`src/wrc_pkg.sv`:
```
// constants for the warm reset and clock select block
// assumes one 10 MHz system clock that is also the undivided high-speed clock
// How it works
// - a warm reset leaves debug state, reset cause flags and the flash security bit alone.
// - after any reset the multiplier stays off until software enables it in pll selection.
// - when the reset sequence ends the core is released to fetch from its reset handler.
// - internal memory contents need not survive a reset.
// - six word registers decode at offsets 0x00, 0x04, 0x08, 0x0C, 0x10 and 0x14.
// - system control bits 17-16 pick low-speed, half system, system or prescaler clock for the clock output.
// - system control bit 12 picks the geared clock (0) or the undivided high-speed clock (1) as peripheral source.
// - bits 10-8 divide the peripheral clock by 1, 2, 4, 8, 16 or 32; codes 110 and 111 are reserved.
// - bits 2-0 set the gear: 000 undivided, 100 by 2, 101 by 4, 110 by 8, others reserved.
// - reset pin, watchdog and the core software reset request all cause a warm reset.
`default_nettype none
package wrc_pkg;
   localparam int unsigned SYS_CLK_HZ   = 10_000_000;
   localparam int unsigned RST_MIN_SYSCLK = 12;
   localparam int unsigned RST_MIN_CYCLES = RST_MIN_SYSCLK;

   localparam logic [7:0] OFF_SYSCTL  = 8'h00;
   localparam logic [7:0] OFF_OSCCTL  = 8'h04;
   localparam logic [7:0] OFF_STBYCTL = 8'h08;
   localparam logic [7:0] OFF_PLLSEL  = 8'h0C;
   localparam logic [7:0] OFF_CKSEL   = 8'h10;
   localparam logic [7:0] OFF_CAUSE   = 8'h14;

   localparam int unsigned CO_SEL_LSB  = 16;
   localparam int unsigned PERIPH_SOURCE_SELECT_BIT   = 12;
   localparam int unsigned PRESCALER_DIVIDE_LSB    = 8;
   localparam int unsigned GEAR_LSB    = 0;
   localparam int unsigned PLL_EN_BIT  = 0;
   localparam int unsigned FLASH_SEC_BIT = 8;

   localparam logic [31:0] SYSCTL_RST  = 32'h0001_0000;
   localparam logic [31:0] SYSCTL_WM   = 32'h0003_1707;
   localparam logic [31:0] OSCCTL_RST  = 32'h0000_0310;
   localparam logic [31:0] OSCCTL_WM   = 32'h0000_337C;
   localparam logic [31:0] STBYCTL_RST = 32'h0000_0103;
   localparam logic [31:0] STBYCTL_WM  = 32'h0003_0307;
   localparam logic [31:0] PLLSEL_RST  = 32'h0000_0000;
   localparam logic [31:0] CKSEL_RST   = 32'h0000_0000;

   localparam logic [2:0] GEAR_DIV1 = 3'h0;
   localparam logic [2:0] GEAR_DIV2 = 3'h4;
   localparam logic [2:0] GEAR_DIV4 = 3'h5;
   localparam logic [2:0] GEAR_DIV8 = 3'h6;
   localparam logic [2:0] PRESCALER_DIVIDE_MAX  = 3'h5;

   localparam logic [1:0] CO_LOW_SPEED = 2'h0;
   localparam logic [1:0] CO_SYS_HALF  = 2'h1;
   localparam logic [1:0] CO_SYS       = 2'h2;
   localparam logic [1:0] CO_PRESC     = 2'h3;

   localparam logic [1:0] RESP_OKAY   = 2'h0;
   localparam logic [1:0] RESP_SLVERR = 2'h2;

   typedef enum logic [1:0] {
      WRC_RUN     = 2'h0,
      WRC_HOLD    = 2'h1,
      WRC_RELEASE = 2'h3
   } wrc_state_t;
endpackage
`default_nettype wire

```
`src/wrc_top.sv`:
```
// warm reset sequencer, clock gear, prescaler and clock output select, AXI4-Lite registers
// assumes aresetn is the cold reset; watchdog and software requests come from aclk logic
`default_nettype none
module wrc_top (
   // clock and cold reset
   input  wire logic        aclk,
   input  wire logic        aresetn,
   // reset sources and low-speed clock
   input  wire logic        reset_pin_n,
   input  wire logic        wdt_reset_req,
   input  wire logic        software_system_reset_request,
   input  wire logic        low_speed_clock,
   // AXI4-Lite write
   input  wire logic [7:0]  awaddr,
   input  wire logic        awvalid,
   output logic             awready,
   input  wire logic [31:0] wdata,
   input  wire logic [3:0]  wstrb,
   input  wire logic        wvalid,
   output logic             wready,
   output logic [1:0]       bresp,
   output logic             bvalid,
   input  wire logic        bready,
   // AXI4-Lite read
   input  wire logic [7:0]  araddr,
   input  wire logic        arvalid,
   output logic             arready,
   output logic [31:0]      rdata,
   output logic [1:0]       rresp,
   output logic             rvalid,
   input  wire logic        rready,
   // reset and clock outputs
   output logic             core_reset_n,
   output logic             reset_vector_fetch,
   output logic             pll_enable,
   output logic             gear_tick,
   output logic             periph_tick,
   output logic             presc_tick,
   output logic             clock_out_pin
);
   import wrc_pkg::*;

   function automatic logic [31:0] wr_merge(input logic [31:0] old, input logic [31:0] dat,
                                            input logic [3:0] strb, input logic [31:0] wm);
      logic [31:0] be;
      be = {{8{strb[3]}}, {8{strb[2]}}, {8{strb[1]}}, {8{strb[0]}}} & wm;
      return (old & ~be) | (dat & be);
   endfunction

   function automatic logic [2:0] gear_mask(input logic [2:0] code);
      case (code)
         GEAR_DIV2: return 3'h1;
         GEAR_DIV4: return 3'h3;
         GEAR_DIV8: return 3'h7;
         default:   return 3'h0;
      endcase
   endfunction

   function automatic logic gear_ok(input logic [2:0] code);
      return code == GEAR_DIV1 || code == GEAR_DIV2 || code == GEAR_DIV4 || code == GEAR_DIV8;
   endfunction

   // pin and low-speed clock synchronisers
   logic       pin_s1_q, pin_s2_q;
   logic       lsc_s1_q, lsc_s2_q, lsc_s3_q;
   always_ff @(posedge aclk) begin
      pin_s1_q <= reset_pin_n;
      pin_s2_q <= pin_s1_q;
      lsc_s1_q <= low_speed_clock;
      lsc_s2_q <= lsc_s1_q;
      lsc_s3_q <= lsc_s2_q;
   end

   // warm reset sequencer
   wrc_state_t state_q;
   logic [3:0] low_cnt_q;
   logic       pin_warm, trig;
   assign pin_warm = (low_cnt_q >= 4'(RST_MIN_CYCLES));
   assign trig = pin_warm || wdt_reset_req || software_system_reset_request;

   always_ff @(posedge aclk) begin
      if (!aresetn || pin_s2_q) begin
         low_cnt_q <= 4'h0;
      end else if (!pin_warm) begin
         low_cnt_q <= low_cnt_q + 4'h1;
      end
   end

   always_ff @(posedge aclk) begin
      if (!aresetn) begin
         state_q <= WRC_HOLD;
      end else begin
         case (state_q)
            WRC_RUN:     if (trig) state_q <= WRC_HOLD;
            WRC_HOLD:    if (!trig && pin_s2_q) state_q <= WRC_RELEASE;
            WRC_RELEASE: state_q <= trig ? WRC_HOLD : WRC_RUN;
            default:     state_q <= WRC_HOLD;
         endcase
      end
   end

   always_ff @(posedge aclk) begin
      if (!aresetn) begin
         core_reset_n       <= 1'b0;
         reset_vector_fetch <= 1'b0;
      end else begin
         core_reset_n       <= (state_q != WRC_HOLD);
         reset_vector_fetch <= (state_q == WRC_RELEASE);
      end
   end

   // registers; warm reset clears all but the cause register
   // memory left as it is
   logic        regs_rst;
   logic [31:0] sysctl_q, oscctl_q, stbyctl_q, pllsel_q, cksel_q;
   logic [2:0]  cause_q;
   logic        flash_sec_q;
   logic        aw_have_q, w_have_q, do_wr;
   logic [7:0]  awaddr_q;
   logic [31:0] wdata_q;
   logic [3:0]  wstrb_q;
   assign regs_rst = !aresetn || (state_q == WRC_HOLD);
   assign do_wr    = aw_have_q && w_have_q && !bvalid;

   always_ff @(posedge aclk) begin
      if (regs_rst) begin
         sysctl_q  <= SYSCTL_RST;
         oscctl_q  <= OSCCTL_RST;
         stbyctl_q <= STBYCTL_RST;
         pllsel_q  <= PLLSEL_RST;
         cksel_q   <= CKSEL_RST;
      end else if (do_wr) begin
         case (awaddr_q)
            OFF_SYSCTL:  sysctl_q  <= wr_merge(sysctl_q, wdata_q, wstrb_q, SYSCTL_WM);
            OFF_OSCCTL:  oscctl_q  <= wr_merge(oscctl_q, wdata_q, wstrb_q, OSCCTL_WM);
            OFF_STBYCTL: stbyctl_q <= wr_merge(stbyctl_q, wdata_q, wstrb_q, STBYCTL_WM);
            OFF_PLLSEL:  pllsel_q  <= wr_merge(pllsel_q, wdata_q, wstrb_q, 32'hFFFF_FFFF);
            OFF_CKSEL:   cksel_q   <= wr_merge(cksel_q, wdata_q, wstrb_q, 32'hFFFF_FFFF);
            default:     ;
         endcase
      end
   end

   // cold reset only; a new cause beats a clear
   logic        cause_clr;
   logic [2:0]  cause_set;
   assign cause_clr = do_wr && (awaddr_q == OFF_CAUSE) && wstrb_q[0];
   assign cause_set = {software_system_reset_request, wdt_reset_req, pin_warm};
   always_ff @(posedge aclk) begin
      if (!aresetn) begin
         cause_q     <= 3'h0;
         flash_sec_q <= 1'b0;
      end else begin
         cause_q <= (cause_clr ? (cause_q & ~wdata_q[2:0]) : cause_q) | cause_set;
         if (do_wr && awaddr_q == OFF_CAUSE && wstrb_q[1] && wdata_q[FLASH_SEC_BIT]) begin
            flash_sec_q <= 1'b1;
         end
      end
   end

   // write channel: address and data taken in either order
   always_ff @(posedge aclk) begin
      if (!aresetn) begin
         aw_have_q <= 1'b0;
         w_have_q  <= 1'b0;
         awready   <= 1'b1;
         wready    <= 1'b1;
         bvalid    <= 1'b0;
         bresp     <= RESP_OKAY;
         awaddr_q  <= 8'h00;
         wdata_q   <= 32'h0000_0000;
         wstrb_q   <= 4'h0;
      end else begin
         if (awvalid && awready) begin
            aw_have_q <= 1'b1;
            awready   <= 1'b0;
            awaddr_q  <= awaddr;
         end
         if (wvalid && wready) begin
            w_have_q <= 1'b1;
            wready   <= 1'b0;
            wdata_q  <= wdata;
            wstrb_q  <= wstrb;
         end
         if (do_wr) begin
            bvalid <= 1'b1;
            bresp  <= (awaddr_q[1:0] == 2'h0 && awaddr_q <= OFF_CAUSE) ? RESP_OKAY : RESP_SLVERR;
         end
         if (bvalid && bready) begin
            bvalid    <= 1'b0;
            aw_have_q <= 1'b0;
            w_have_q  <= 1'b0;
            awready   <= 1'b1;
            wready    <= 1'b1;
         end
      end
   end

   // read channel
   logic [31:0] rd_val;
   logic [1:0]  rd_resp;
   always_comb begin
      rd_resp = RESP_OKAY;
      case (araddr)
         OFF_SYSCTL:  rd_val = sysctl_q;
         OFF_OSCCTL:  rd_val = oscctl_q;
         OFF_STBYCTL: rd_val = stbyctl_q;
         OFF_PLLSEL:  rd_val = pllsel_q;
         OFF_CKSEL:   rd_val = cksel_q;
         OFF_CAUSE:   rd_val = {23'h0, flash_sec_q, 5'h0, cause_q};
         default: begin
            rd_val  = 32'h0000_0000;
            rd_resp = RESP_SLVERR;
         end
      endcase
   end

   always_ff @(posedge aclk) begin
      if (!aresetn) begin
         arready <= 1'b1;
         rvalid  <= 1'b0;
         rdata   <= 32'h0000_0000;
         rresp   <= RESP_OKAY;
      end else if (arvalid && arready) begin
         arready <= 1'b0;
         rvalid  <= 1'b1;
         rdata   <= rd_val;
         rresp   <= rd_resp;
      end else if (rvalid && rready) begin
         rvalid  <= 1'b0;
         arready <= 1'b1;
      end
   end

   // clock dividers; selections copied to shadows only at a common boundary
   logic [2:0] gear_cnt_q, gear_sh_q, prescaler_divide_sh_q;
   logic [4:0] presc_cnt_q;
   logic [1:0] co_sel_sh_q;
   logic       periph_source_select_sh_q, half_q, sync_pt;
   logic       gear_en, periph_en, presc_en, co_en;
   logic [4:0] pmask;
   assign sync_pt   = (gear_cnt_q == 3'h0) && (presc_cnt_q == 5'h00);
   assign gear_en   = (gear_cnt_q & gear_mask(gear_sh_q)) == 3'h0;
   assign periph_en = periph_source_select_sh_q || gear_en;
   assign pmask     = 5'((6'h01 << prescaler_divide_sh_q) - 6'h01);
   assign presc_en  = periph_en && ((presc_cnt_q & pmask) == 5'h00);

   always_ff @(posedge aclk) begin
      if (regs_rst) begin
         gear_cnt_q  <= 3'h0;
         presc_cnt_q <= 5'h00;
         half_q      <= 1'b0;
      end else begin
         gear_cnt_q <= gear_cnt_q + 3'h1;
         if (periph_en) presc_cnt_q <= presc_cnt_q + 5'h01;
         if (gear_en) half_q <= !half_q;
      end
   end

   always_ff @(posedge aclk) begin
      if (regs_rst) begin
         gear_sh_q   <= SYSCTL_RST[GEAR_LSB +: 3];
         prescaler_divide_sh_q   <= SYSCTL_RST[PRESCALER_DIVIDE_LSB +: 3];
         periph_source_select_sh_q  <= SYSCTL_RST[PERIPH_SOURCE_SELECT_BIT];
         co_sel_sh_q <= SYSCTL_RST[CO_SEL_LSB +: 2];
      end else if (sync_pt) begin
         // reserved codes keep the previous setting
         if (gear_ok(sysctl_q[GEAR_LSB +: 3])) gear_sh_q <= sysctl_q[GEAR_LSB +: 3];
         if (sysctl_q[PRESCALER_DIVIDE_LSB +: 3] <= PRESCALER_DIVIDE_MAX) prescaler_divide_sh_q <= sysctl_q[PRESCALER_DIVIDE_LSB +: 3];
         periph_source_select_sh_q  <= sysctl_q[PERIPH_SOURCE_SELECT_BIT];
         co_sel_sh_q <= sysctl_q[CO_SEL_LSB +: 2];
      end
   end

   always_comb begin
      case (co_sel_sh_q)
         CO_LOW_SPEED: co_en = lsc_s2_q && !lsc_s3_q;
         CO_SYS_HALF:  co_en = gear_en && half_q;
         CO_SYS:       co_en = gear_en;
         default:      co_en = presc_en;
      endcase
   end

   always_ff @(posedge aclk) begin
      if (regs_rst) begin
         gear_tick     <= 1'b0;
         periph_tick   <= 1'b0;
         presc_tick    <= 1'b0;
         clock_out_pin <= 1'b0;
         pll_enable    <= 1'b0;
      end else begin
         gear_tick     <= gear_en;
         periph_tick   <= periph_en;
         presc_tick    <= presc_en;
         clock_out_pin <= co_en;
         pll_enable    <= pllsel_q[PLL_EN_BIT];
      end
   end
endmodule // wrc_top
`default_nettype wire

```
`config.mk`:
```
export PLATFORM = sky130hd
export DESIGN_NAME = wrc_top
export DESIGN_NICKNAME = d
export VERILOG_FILES = /design/src/wrc_pkg.sv /design/src/wrc_top.sv
export SDC_FILE = /design/constraint.sdc
export NUM_CORES = 1
export LEC_CHECK = 0
export ABC_AREA = 1
export BUFFER_PORTS_ARGS = -buffer_cell sky130_fd_sc_hd__buf_2
export CAP_MARGIN = 20
export CORE_AREA = 2 2 150 152
export CTS_BUF_LIST = sky130_fd_sc_hd__clkbuf_2
export DETAILED_ROUTE_END_ITERATION = 6
export DIE_AREA = 0 0 152 154
export PLACE_DENSITY_LB_ADDON = 0.08
export RECOVER_POWER = 25
export SYNTH_ARGS = -nofsm -noshare
export SYNTH_HDL_FRONTEND = slang
export SYNTH_SLANG_ARGS = --single-unit
```
`constraint.sdc`:
```
create_clock -name aclk -period 1.5 [get_ports aclk]
set_input_delay 0.075 -clock aclk [delete_from_list [all_inputs] [get_ports aclk]]
set_output_delay 0.075 -clock aclk [all_outputs]
set_load 0.05 [all_outputs]
```
==> out/metrics.yaml, run 1 <==
final_util_pct: 59.2
cts_tree: "built"
rr_startpoint: "bvalid"
fin_ws_ns: -0.0624
dp_hpwl_um: 16000
rsz0062_at_grt: "true"
final_layout_size_suffix_gt1_share_pct: 33.9
cts-root-buf: "clkbuf_2"
maxCapViolations: 0
synthCells: 1144
clk_pin_slew_ns: 0.11
setup_tns_ns: -0.932
p_seq_share_pct: 53.6
critPathRequiredTime_ns: 2.23
drc: 0
cts_num_sinks: 214
clock_power_share_pct: 35.1
slew_viol_final: 0
clk_latency_ns: 0.84
cpPeakStageDelay_ns: 0.37
die_h_um: 154
status: "finished with violations"
start_util_pct: 39.8
yosysSeqAreaShare_pct: 49.7
portBuffers: 108
vias_per_cell: 4.80
min_period_over_period_pct: 104
synth_seq_cells: 214
synth-compound-area-share_pct: 19.2
synth_mux_area_share_pct: 0
dieArea_mm2: 0.0234
cp_num_cells: 9
fmax_mhz: 640
violations: "negative hold slack, negative setup slack"
worstPathCellList: "inv_4 -> nand3_4 -> buf_12 -> nor2_8 -> buf_6 -> nand3_4 -> buf_12 -> o21ai_4 -> a21oi_2"
mostFrequentLayoutCell: "dfxtp_1"
ioPinCount: 111
finalClockSkew_ns: 0.0389
fillers: 2018
power.density_mw_per_mm2: 878
routedWlPerCell_um: 14.4
hold_viol_final: 2
worstSetupEndpointType: "register"
drt_iter0_drc: 414
synth-xor-area-share_pct: 0.203
grt_pass1_vias: 8277
start_kind: "register"
synthToLayoutAreaGrowth_pct: 48.8
period_minus_slack_ns: 1.56
synth-simple-area-share_pct: 20.6
cp_top_family: "buffers and inverters"
final_cell_mix: "dfxtp_1 (168), inv_1 (145), nor2_1 (145), nand2_1 (140), dlygate4sd3_1 (105)"
hold_ws_ns: -0.0131
drt_wl_total_um: 25700
grt_first_pass_wirelength_um: 41300
ff2ff_path_depth: 9
vias: 8557
antenna_found_initial: 1
ant_nets: 0
synth.avg_cell_area_um2: 7.54
worstPathMaxFanout: 7
synth_cell_types: 36
p_leak_nw: 5.08
htreeDepth: 2
grt_start_max_net_pins: 47
firstDrtPassIters: 7
cp_num_buf_inv: 4
cp-startpoint: "bvalid"
combPwrFrac_pct: 11.3
regToRegSetupSlack_ns: -0.06
synth_top_family_by_area: "simple AND/OR/NAND/NOR gates"
dp_cells: 1538
worst_pin_slew_ns: 0.580
final_cells: 1782
ir_worst_vdd_mv: 0.515
numCtsBuffers: 57
core_mm2: 0.0217
finalPower_mw: 11.3
final_nets: 1527
synthAdderAreaFrac_pct: 0.725
syn_area_mm2: 0.00863
grt_usage_pct: 21.4
swShare_pct: 29.2
rows: 54
cts.path.max_buffers: 3
cp.arrival_ns: 2.29
routabilityCongestion: 0.802
min_path_type: "in -> reg"
synth-warning-count: 0
slew_headroom_pct: 61.3
overflow: 0
die_w_um: 152
cpMaxStageDelayCell: "dfxtp_4"
p_int_mw: 7.99
power.switching_mw: 3.29
finalSetupViolations: 33
crit_type: "reg -> reg"
tightest hold or removal path: stages:
cell and delay [ns]:
buf_2 0.09, nor2_1 0.04, nand2_1 0.11, nor2_1 0.07, buf_4 0.16, nand2_1 0.06
nand2_1 0.05, nand2_1 0.05, a21oi_1 0.05
final cells by class:
type	instances	area [um2]	share of cell area (%)
Sequential cell	214	4350	33.9
Multi-Input combinational cell	729	4250	33.1
Timing Repair Buffer	298	2790	21.7
Inverter	159	607	4.73
Clock buffer	90	450	3.51
Tap cell	280	350	2.73
Clock inverter	10	41.3	0.322
Antenna cell	2	5.00	0.0390
power groups by stage:
| stage | sequential (mW) | clock, mW | combinational (mW) |
|---|---|---|---|
| 2_1_floorplan | 6.12 | 0 | 0.463 |
| 3_3_place_gp | 6.10 | 0 | 0.872 |
| 3_5_place_dp | 6.10 | 0 | 0.876 |
| 4_1_cts | 6.00 | 4.11 | 1.22 |
| 5_1_grt | 6.07 | 4.42 | 1.40 |
| 6_report | 6.04 | 3.96 | 1.28 |
per-stage QoR:
step	hold WS, ns	area, um2	setup WS [ns]
2_1_floorplan	0.103	8660	0.00337
3_3_place_gp	0.177	9830	-0.0513
3_5_place_dp	0.179	9830	-0.0936
4_1_cts	0.00877	12200	-0.134
5_1_grt	0.0459	12800	-0.141
6_report	-0.0131	12800	-0.0624
per-layer routing:
layer	part of all wire, %	up-vias	global-route usage [%]
li1	-	4402	-
met1	47	3933	28.0
met2	48	188	36.2
met3	4.3	34	4.09
met4	1.4	0	6.28
met5	0	-	0
logic make-up after synthesis:
| logic type | Yosys count |
|---|---|
| AND/OR/NAND/NOR | 396 |
| AO/OA/AOI/OAI | 316 |
| flip-flops | 214 |
| buffers and inverters | 210 |
| adder cells (fa/ha/maj) | 5 |
| XOR/XNOR | 2 |
| other | 1 |
worst min path at each step:
stage | startpoint | endpoint | slack, ns | depth (start not counted)
floorplan | low_speed_clock | lsc_s1_q | 0.10 | 0
global placement | reset_pin_n | pin_s1_q | 0.18 | 1
detailed placement | reset_pin_n | pin_s1_q | 0.18 | 1
CTS | aresetn | bresp[1] | 0.009 | 4
global route | araddr[5] | rdata[0] | 0.05 | 9
finish | araddr[5] | rdata[0] | -0.01 | 9
cell usage after synthesis:
| cell | count | share of area, % |
|---|---|---|
| dfxtp_1 | 214 | 50 |
| nand2_1 | 156 | 6.8 |
| inv_1 | 155 | 6.7 |
| nor2_1 | 152 | 6.6 |
| o21ai_0 | 134 | 7.8 |
| a21oi_1 | 119 | 6.9 |
| nand3_1 | 42 | 2.4 |
| clkbuf_1 | 27 | 1.2 |
| o21ai_1 | 23 | 1.3 |
| o22ai_1 | 20 | 1.5 |
| buf_2 | 12 | 0.70 |
| a211oi_1 | 11 | 0.96 |
| nor2_2 | 11 | 0.80 |
| buf_1 | 8 | 0.35 |
| nand2_2 | 7 | 0.51 |
| nor3_1 | 6 | 0.35 |
| ha_1 | 5 | 0.73 |
| nand3_4 | 5 | 1.0 |
| o211ai_1 | 5 | 0.44 |
| nand4_1 | 4 | 0.29 |
| buf_4 | 3 | 0.26 |
| inv_2 | 3 | 0.13 |
| nand3_2 | 3 | 0.35 |
| or2_2 | 3 | 0.22 |
| nand4_2 | 2 | 0.29 |
| nor2_8 | 2 | 0.46 |
| nor3_4 | 2 | 0.38 |
| xnor2_1 | 2 | 0.20 |
| a21boi_0 | 1 | 0.087 |
| a31oi_1 | 1 | 0.073 |
| buf_6 | 1 | 0.13 |
| clkinv_1 | 1 | 0.043 |
| conb_1 | 1 | 0.043 |
| nand2_4 | 1 | 0.13 |
| o211a_1 | 1 | 0.12 |
| o21ai_2 | 1 | 0.10 |
what timing repair did:
action	4_1_cts	5_1_grt
buffers inserted	16	15
hold buffers	108	0
endpoints found under the setup margin	123	132
resized for setup	230	156
pin swaps	21	27
hold endpoints to repair	209	0
cloned	5	3
Note: power is estimated with default switching activity, not from simulation.
==> run 2, diff against run 1 <==
--- a/config.mk
+++ b/config.mk
@@ -16,2 +16,3 @@
 export RECOVER_POWER = 25
+export SETUP_SLACK_MARGIN = 0.15
 export SYNTH_ARGS = -nofsm -noshare
==> constraint.sdc (replaced) <==
create_clock -name aclk -period 1.5 [get_ports aclk]
set_input_delay 0.225 -clock aclk [delete_from_list [all_inputs] [get_ports aclk]]
set_output_delay 0.225 -clock aclk [all_outputs]
set_load 0.05 [all_outputs]
==> run 2 against run 1 <==
Compared with the run above: the flow finishes with violations (negative setup slack); clock power increased by 5%; power is 1.3% higher; global-route usage up 0.88 points; non-clock buffer count down 31; die area unchanged; clock skew up 0.030 ns; via count is 0.88% lower; cell area increased by 0.95%; wire length increased by 3.1%; largest cell class is now multi-input gates.
==> out/metrics.yaml, run 2 (synthesis gave the netlist of run 1 again) <==
synthToLayoutAreaGrowth_pct: 50.3
hold_viol_final: 0
status: "finished with violations"
vias: 8482
worstSetupEndpointType: "output port"
worstPathMaxFanout: 2
drt_iter0_drc: 354
grt_usage_pct: 22.3
p_leak_nw: 5.06
routedWlPerCell_um: 15.1
core_mm2: 0.0217
ant_nets: 0
maxCapViolations: 0
start_kind: "register"
hold_depth: 8
clk_latency_ns: 0.87
slew_viol_final: 0
min_period_over_period_pct: 112
start_util_pct: 39.8
ff2ff_path_depth: 11
grt_pass1_vias: 8491
numCtsBuffers: 56
overflow: 0
fillers: 2014
cts.path.max_buffers: 3
multi_input_area_mm2: 0.00445
drt_wl_total_um: 26500
final_cells: 1751
firstDrtPassIters: 4
ir_worst_vdd_mv: 0.540
final_util_pct: 59.8
setup_tns_ns: -10.29
final_nets: 1495
cp.arrival_ns: 1.45
rsz0062_at_grt: "true"
clk_pin_slew_ns: 0.10
portBuffers: 108
antenna_found_initial: 1
dp_hpwl_um: 16100
regToRegSetupSlack_ns: -0.15
final_layout_size_suffix_gt1_share_pct: 38.8
dp_cells: 1539
rows: 54
crit_type: "reg -> out"
cts_tree: "built"
violations: "negative setup slack"
finalClockSkew_ns: 0.0688
dieArea_mm2: 0.0234
period_minus_slack_ns: 1.68
slew_headroom_pct: 58.0
routabilityCongestion: 0.784
cts_num_sinks: 214
die_h_um: 154
worst_pin_slew_ns: 0.629
ioPinCount: 111
grt_start_max_net_pins: 33
die_w_um: 152
finalSetupViolations: 135
min_path_type: "in -> reg"
critPathRequiredTime_ns: 1.27
htreeDepth: 2
cts-root-buf: "clkbuf_2"
fmax_mhz: 597
fin_ws_ns: -0.176
grt_first_pass_wirelength_um: 42900
drc: 0
regArea_mm2: 0.00437
power.density_mw_per_mm2: 881
vias_per_cell: 4.84
final_cell_mix: "dfxtp_1 (159), inv_1 (138), nand2_1 (137), nor2_1 (134), a21oi_1 (96)"
mostFrequentLayoutCell: "dfxtp_1"
## run 2: changes by cell type in the layout (fill, tap and decap cells not counted), moves of 7 or more
cell,change
inv_1,-7
nor2_4,+12
buf_6,-22
o21ai_2,+11
nor2_1,-11
dlygate4sd3_1,-46
dfxtp_2,+7
dfxtp_1,-9
buf_8,+31
## run 2: metrics by stage
step | hold slack [ns] | area, um2 | setup slack [ns] | power, mW
detailed placement | 0.313 | 9920 | -0.0378 | 7.00
finish | 0.0875 | 13000 | -0.176 | 11.4
global route | 0.0580 | 13000 | -0.267 | 12.0
CTS | 0.0216 | 12500 | -0.251 | 11.5
floorplan | 0.253 | 8760 | 0.0257 | 6.61
global placement | 0.311 | 9920 | -0.0267 | 6.99
## run 2: final timing paths
check / startpoint / end
worst max-delay path: bvalid / bvalid
worst min-delay path: araddr[3] / rdata[22]
worst max register to register: bvalid / register
worst min register to register: pin_s1_q / pin_s2_q
## run 2: where the power goes
part	leakage, nW	switching [mW]	internal (mW)
Clock	0.403	2.44	1.72
Sequential	1.77	0.228	5.82
Combinational	2.89	0.688	0.529
Total	5.06	3.35	8.07
## run 2: per-layer routing
metal	routed length (um)	up-vias	GRT usage (%)	part of all wire (%)
li1	-	4336	-	-
met1	11900	3912	28.3	45
met2	12800	182	38.2	48
met3	1130	52	4.20	4.3
met4	564	0	7.70	2.1
met5	0	-	0	0
## run 2: repair_timing
item,in CTS,in global routing
hold buffers,59,0
pin swaps,34,37
setup buffers,24,16
endpoints found under the setup margin,151,164
hold endpoints to repair,96,0
resized for setup,366,106
gates cloned,11,0
## run 2: layout make-up
type	count	share of cell area [%]
Inverter	159	4.77
Antenna cell	1	0.0193
Timing Repair Buffer	267	20.4
Sequential cell	214	33.7
Multi-Input combinational cell	729	34.4
Clock buffer	87	3.36
Clock inverter	14	0.695
Tap cell	280	2.70
## run 2: critical path, stage by stage, from the launching register on
cell and delay (ns):
dfxtp_4 0.36, buf_6 0.12, buf_8 0.14
==> run 3, diff against run 2 <==
Settings changed: PLACE_DENSITY set to 0.58, PLACE_DENSITY_LB_ADDON 0.08 to not set.
==> run 3 against run 2 <==
Compared with the run above: the flow still finishes with violations (negative setup slack); clock-buffer cell count down 6; first-iteration DRC count up 22%; hold slack better by 0.020 ns; maximum frequency up 3.1%; die area unchanged; register-to-register slack better by 0.03 ns; power down 4.1%; wire length down 0.71%; sequential cell count unchanged; global-route usage down 0.79 points; setup slack better by 0.050 ns; critical path type is now in -> reg; largest cell class unchanged; largest power group unchanged; highest routed layer unchanged.
==> out/metrics.yaml, run 3 (synthesis gave the netlist of run 1 again) <==
status: "finished with violations"
violations: "negative setup slack"
drc: 0
grt_first_pass_wirelength_um: 41600
multi_input_area_mm2: 0.00448
synthToLayoutAreaGrowth_pct: 49.1
rr_startpoint: "bvalid"
worst_pin_slew_ns: 0.662
numCtsBuffers: 54
antenna_found_initial: 1
hold_depth: 6
final_util_pct: 59.3
vias: 8615
grt_usage_pct: 21.5
dieArea_mm2: 0.0234
hold_viol_final: 0
overflow: 0
worstSetupEndpointType: "register"
cts-root-buf: "clkbuf_2"
routedWlPerCell_um: 15.1
final_cell_mix: "dfxtp_1 (160), inv_1 (145), nand2_1 (137), nor2_1 (133), a21oi_1 (93)"
die_w_um: 152
hold_start: "araddr[2]"
p_int_mw: 7.76
ff2ff_path_depth: 10
drt_iter0_drc: 431
cp.arrival_ns: 2.31
critPathRequiredTime_ns: 2.19
dpl_cell_area_mm2: 0.00997
ioPinCount: 111
finalClockSkew_ns: 0.0821
slew_headroom_pct: 55.9
fillers: 1967
swShare_pct: 29.2
period_minus_slack_ns: 1.63
fin_area_mm2: 0.0129
finalSetupViolations: 105
final_nets: 1497
maxCapViolations: 0
portBuffers: 108
slew_viol_final: 0
clk_latency_ns: 0.82
vias_per_cell: 4.95
min_path_type: "in -> reg"
core_mm2: 0.0217
finalPower_mw: 10.9
drt_wl_total_um: 26300
p_leak_nw: 5.06
firstDrtPassIters: 5
cts_num_sinks: 214
setup_tns_ns: -4.89
htreeDepth: 2
cts_tree: "built"
grt_pass1_vias: 8250
fmax_mhz: 615
routabilityCongestion: 0.844
die_h_um: 154
regArea_mm2: 0.00436
worstPathMaxFanout: 35
power.switching_mw: 3.19
clock_power_share_pct: 33.6
min_period_over_period_pct: 108
grt_start_max_net_pins: 44
dp_hpwl_um: 16000
ant_nets: 0
cts.path.max_buffers: 3
fin_ws_ns: -0.126
start_kind: "input pin"
mostFrequentLayoutCell: "dfxtp_1"
ir_worst_vdd_mv: 0.520
start_util_pct: 39.8
regToRegSetupSlack_ns: -0.12
p_seq_share_pct: 55.1
rows: 54
final_layout_size_suffix_gt1_share_pct: 39.0
crit_type: "in -> reg"
pre_cts_slack_ns: -0.0271
power.density_mw_per_mm2: 851
clk_pin_slew_ns: 0.11
combPwrFrac_pct: 11.3
min_to: "rresp[1]"
rsz0062_at_grt: "true"
run 3: power groups by stage:
stage                     registers (mW)  clock network, mW  logic, mW
after floorplan                     6.13                  0      0.477
after global placement              6.10                  0      0.888
after detailed placement            6.10                  0      0.897
after CTS                           6.00               3.77       1.16
after global routing                6.05               4.08       1.35
final                               6.03               3.68       1.24
run 3: through the flow:
step / cells / hold WS, ns
2_1_floorplan: 1145 / 0.253
3_3_place_gp: 1548 / 0.312
3_5_place_dp: 1548 / 0.313
4_1_cts: 1720 / 0.0344
5_1_grt: 1739 / 0.0602
6_report: 1739 / 0.107
run 3: worst max path at each step:
stage	end	depth (start not counted)	startpoint
finish	register	7	aresetn
global route	register	7	state_q[1]
CTS	bvalid	2	bvalid
detailed placement	register	9	awaddr_q[5]
global placement	register	9	awaddr_q[5]
floorplan	register	9	bvalid
run 3: routing by layer:
metal | GRT usage, % | vias up | routed length (um)
met5 | 0 | - | 0
met4 | 7.52 | 0 | 752
met3 | 4.71 | 64 | 1340
met2 | 35.6 | 239 | 12400
met1 | 27.9 | 3992 | 11800
li1 | - | 4320 | -
run 3: worst max-delay path, cell delays in order:
cell and delay (ns):
dlygate4sd3_1 0.52, clkbuf_1 0.51, nand2_2 0.18, inv_4 0.12
buf_4 0.44, o21ai_1 0.17, a21oi_2 0.13
run 3: what timing repair did:
action | CTS | global route
hold endpoints to repair | 87 | 0
pin swaps | 28 | 48
hold buffers | 55 | 0
gates cloned | 7 | 3
gates resized for setup | 325 | 154
setup buffers | 25 | 15
endpoints found under the setup margin | 147 | 189
run 3: cell type report:
cell class	instances	share of cell area (%)
tap	280	2.72
antenna	1	0.0195
multi-input combinational	728	34.8
clock buffer	81	3.15
sequential	214	33.9
inverter	159	4.78
timing repair buffer	271	20.4
timing repair inverter	1	0.0389
clock inverter	4	0.156
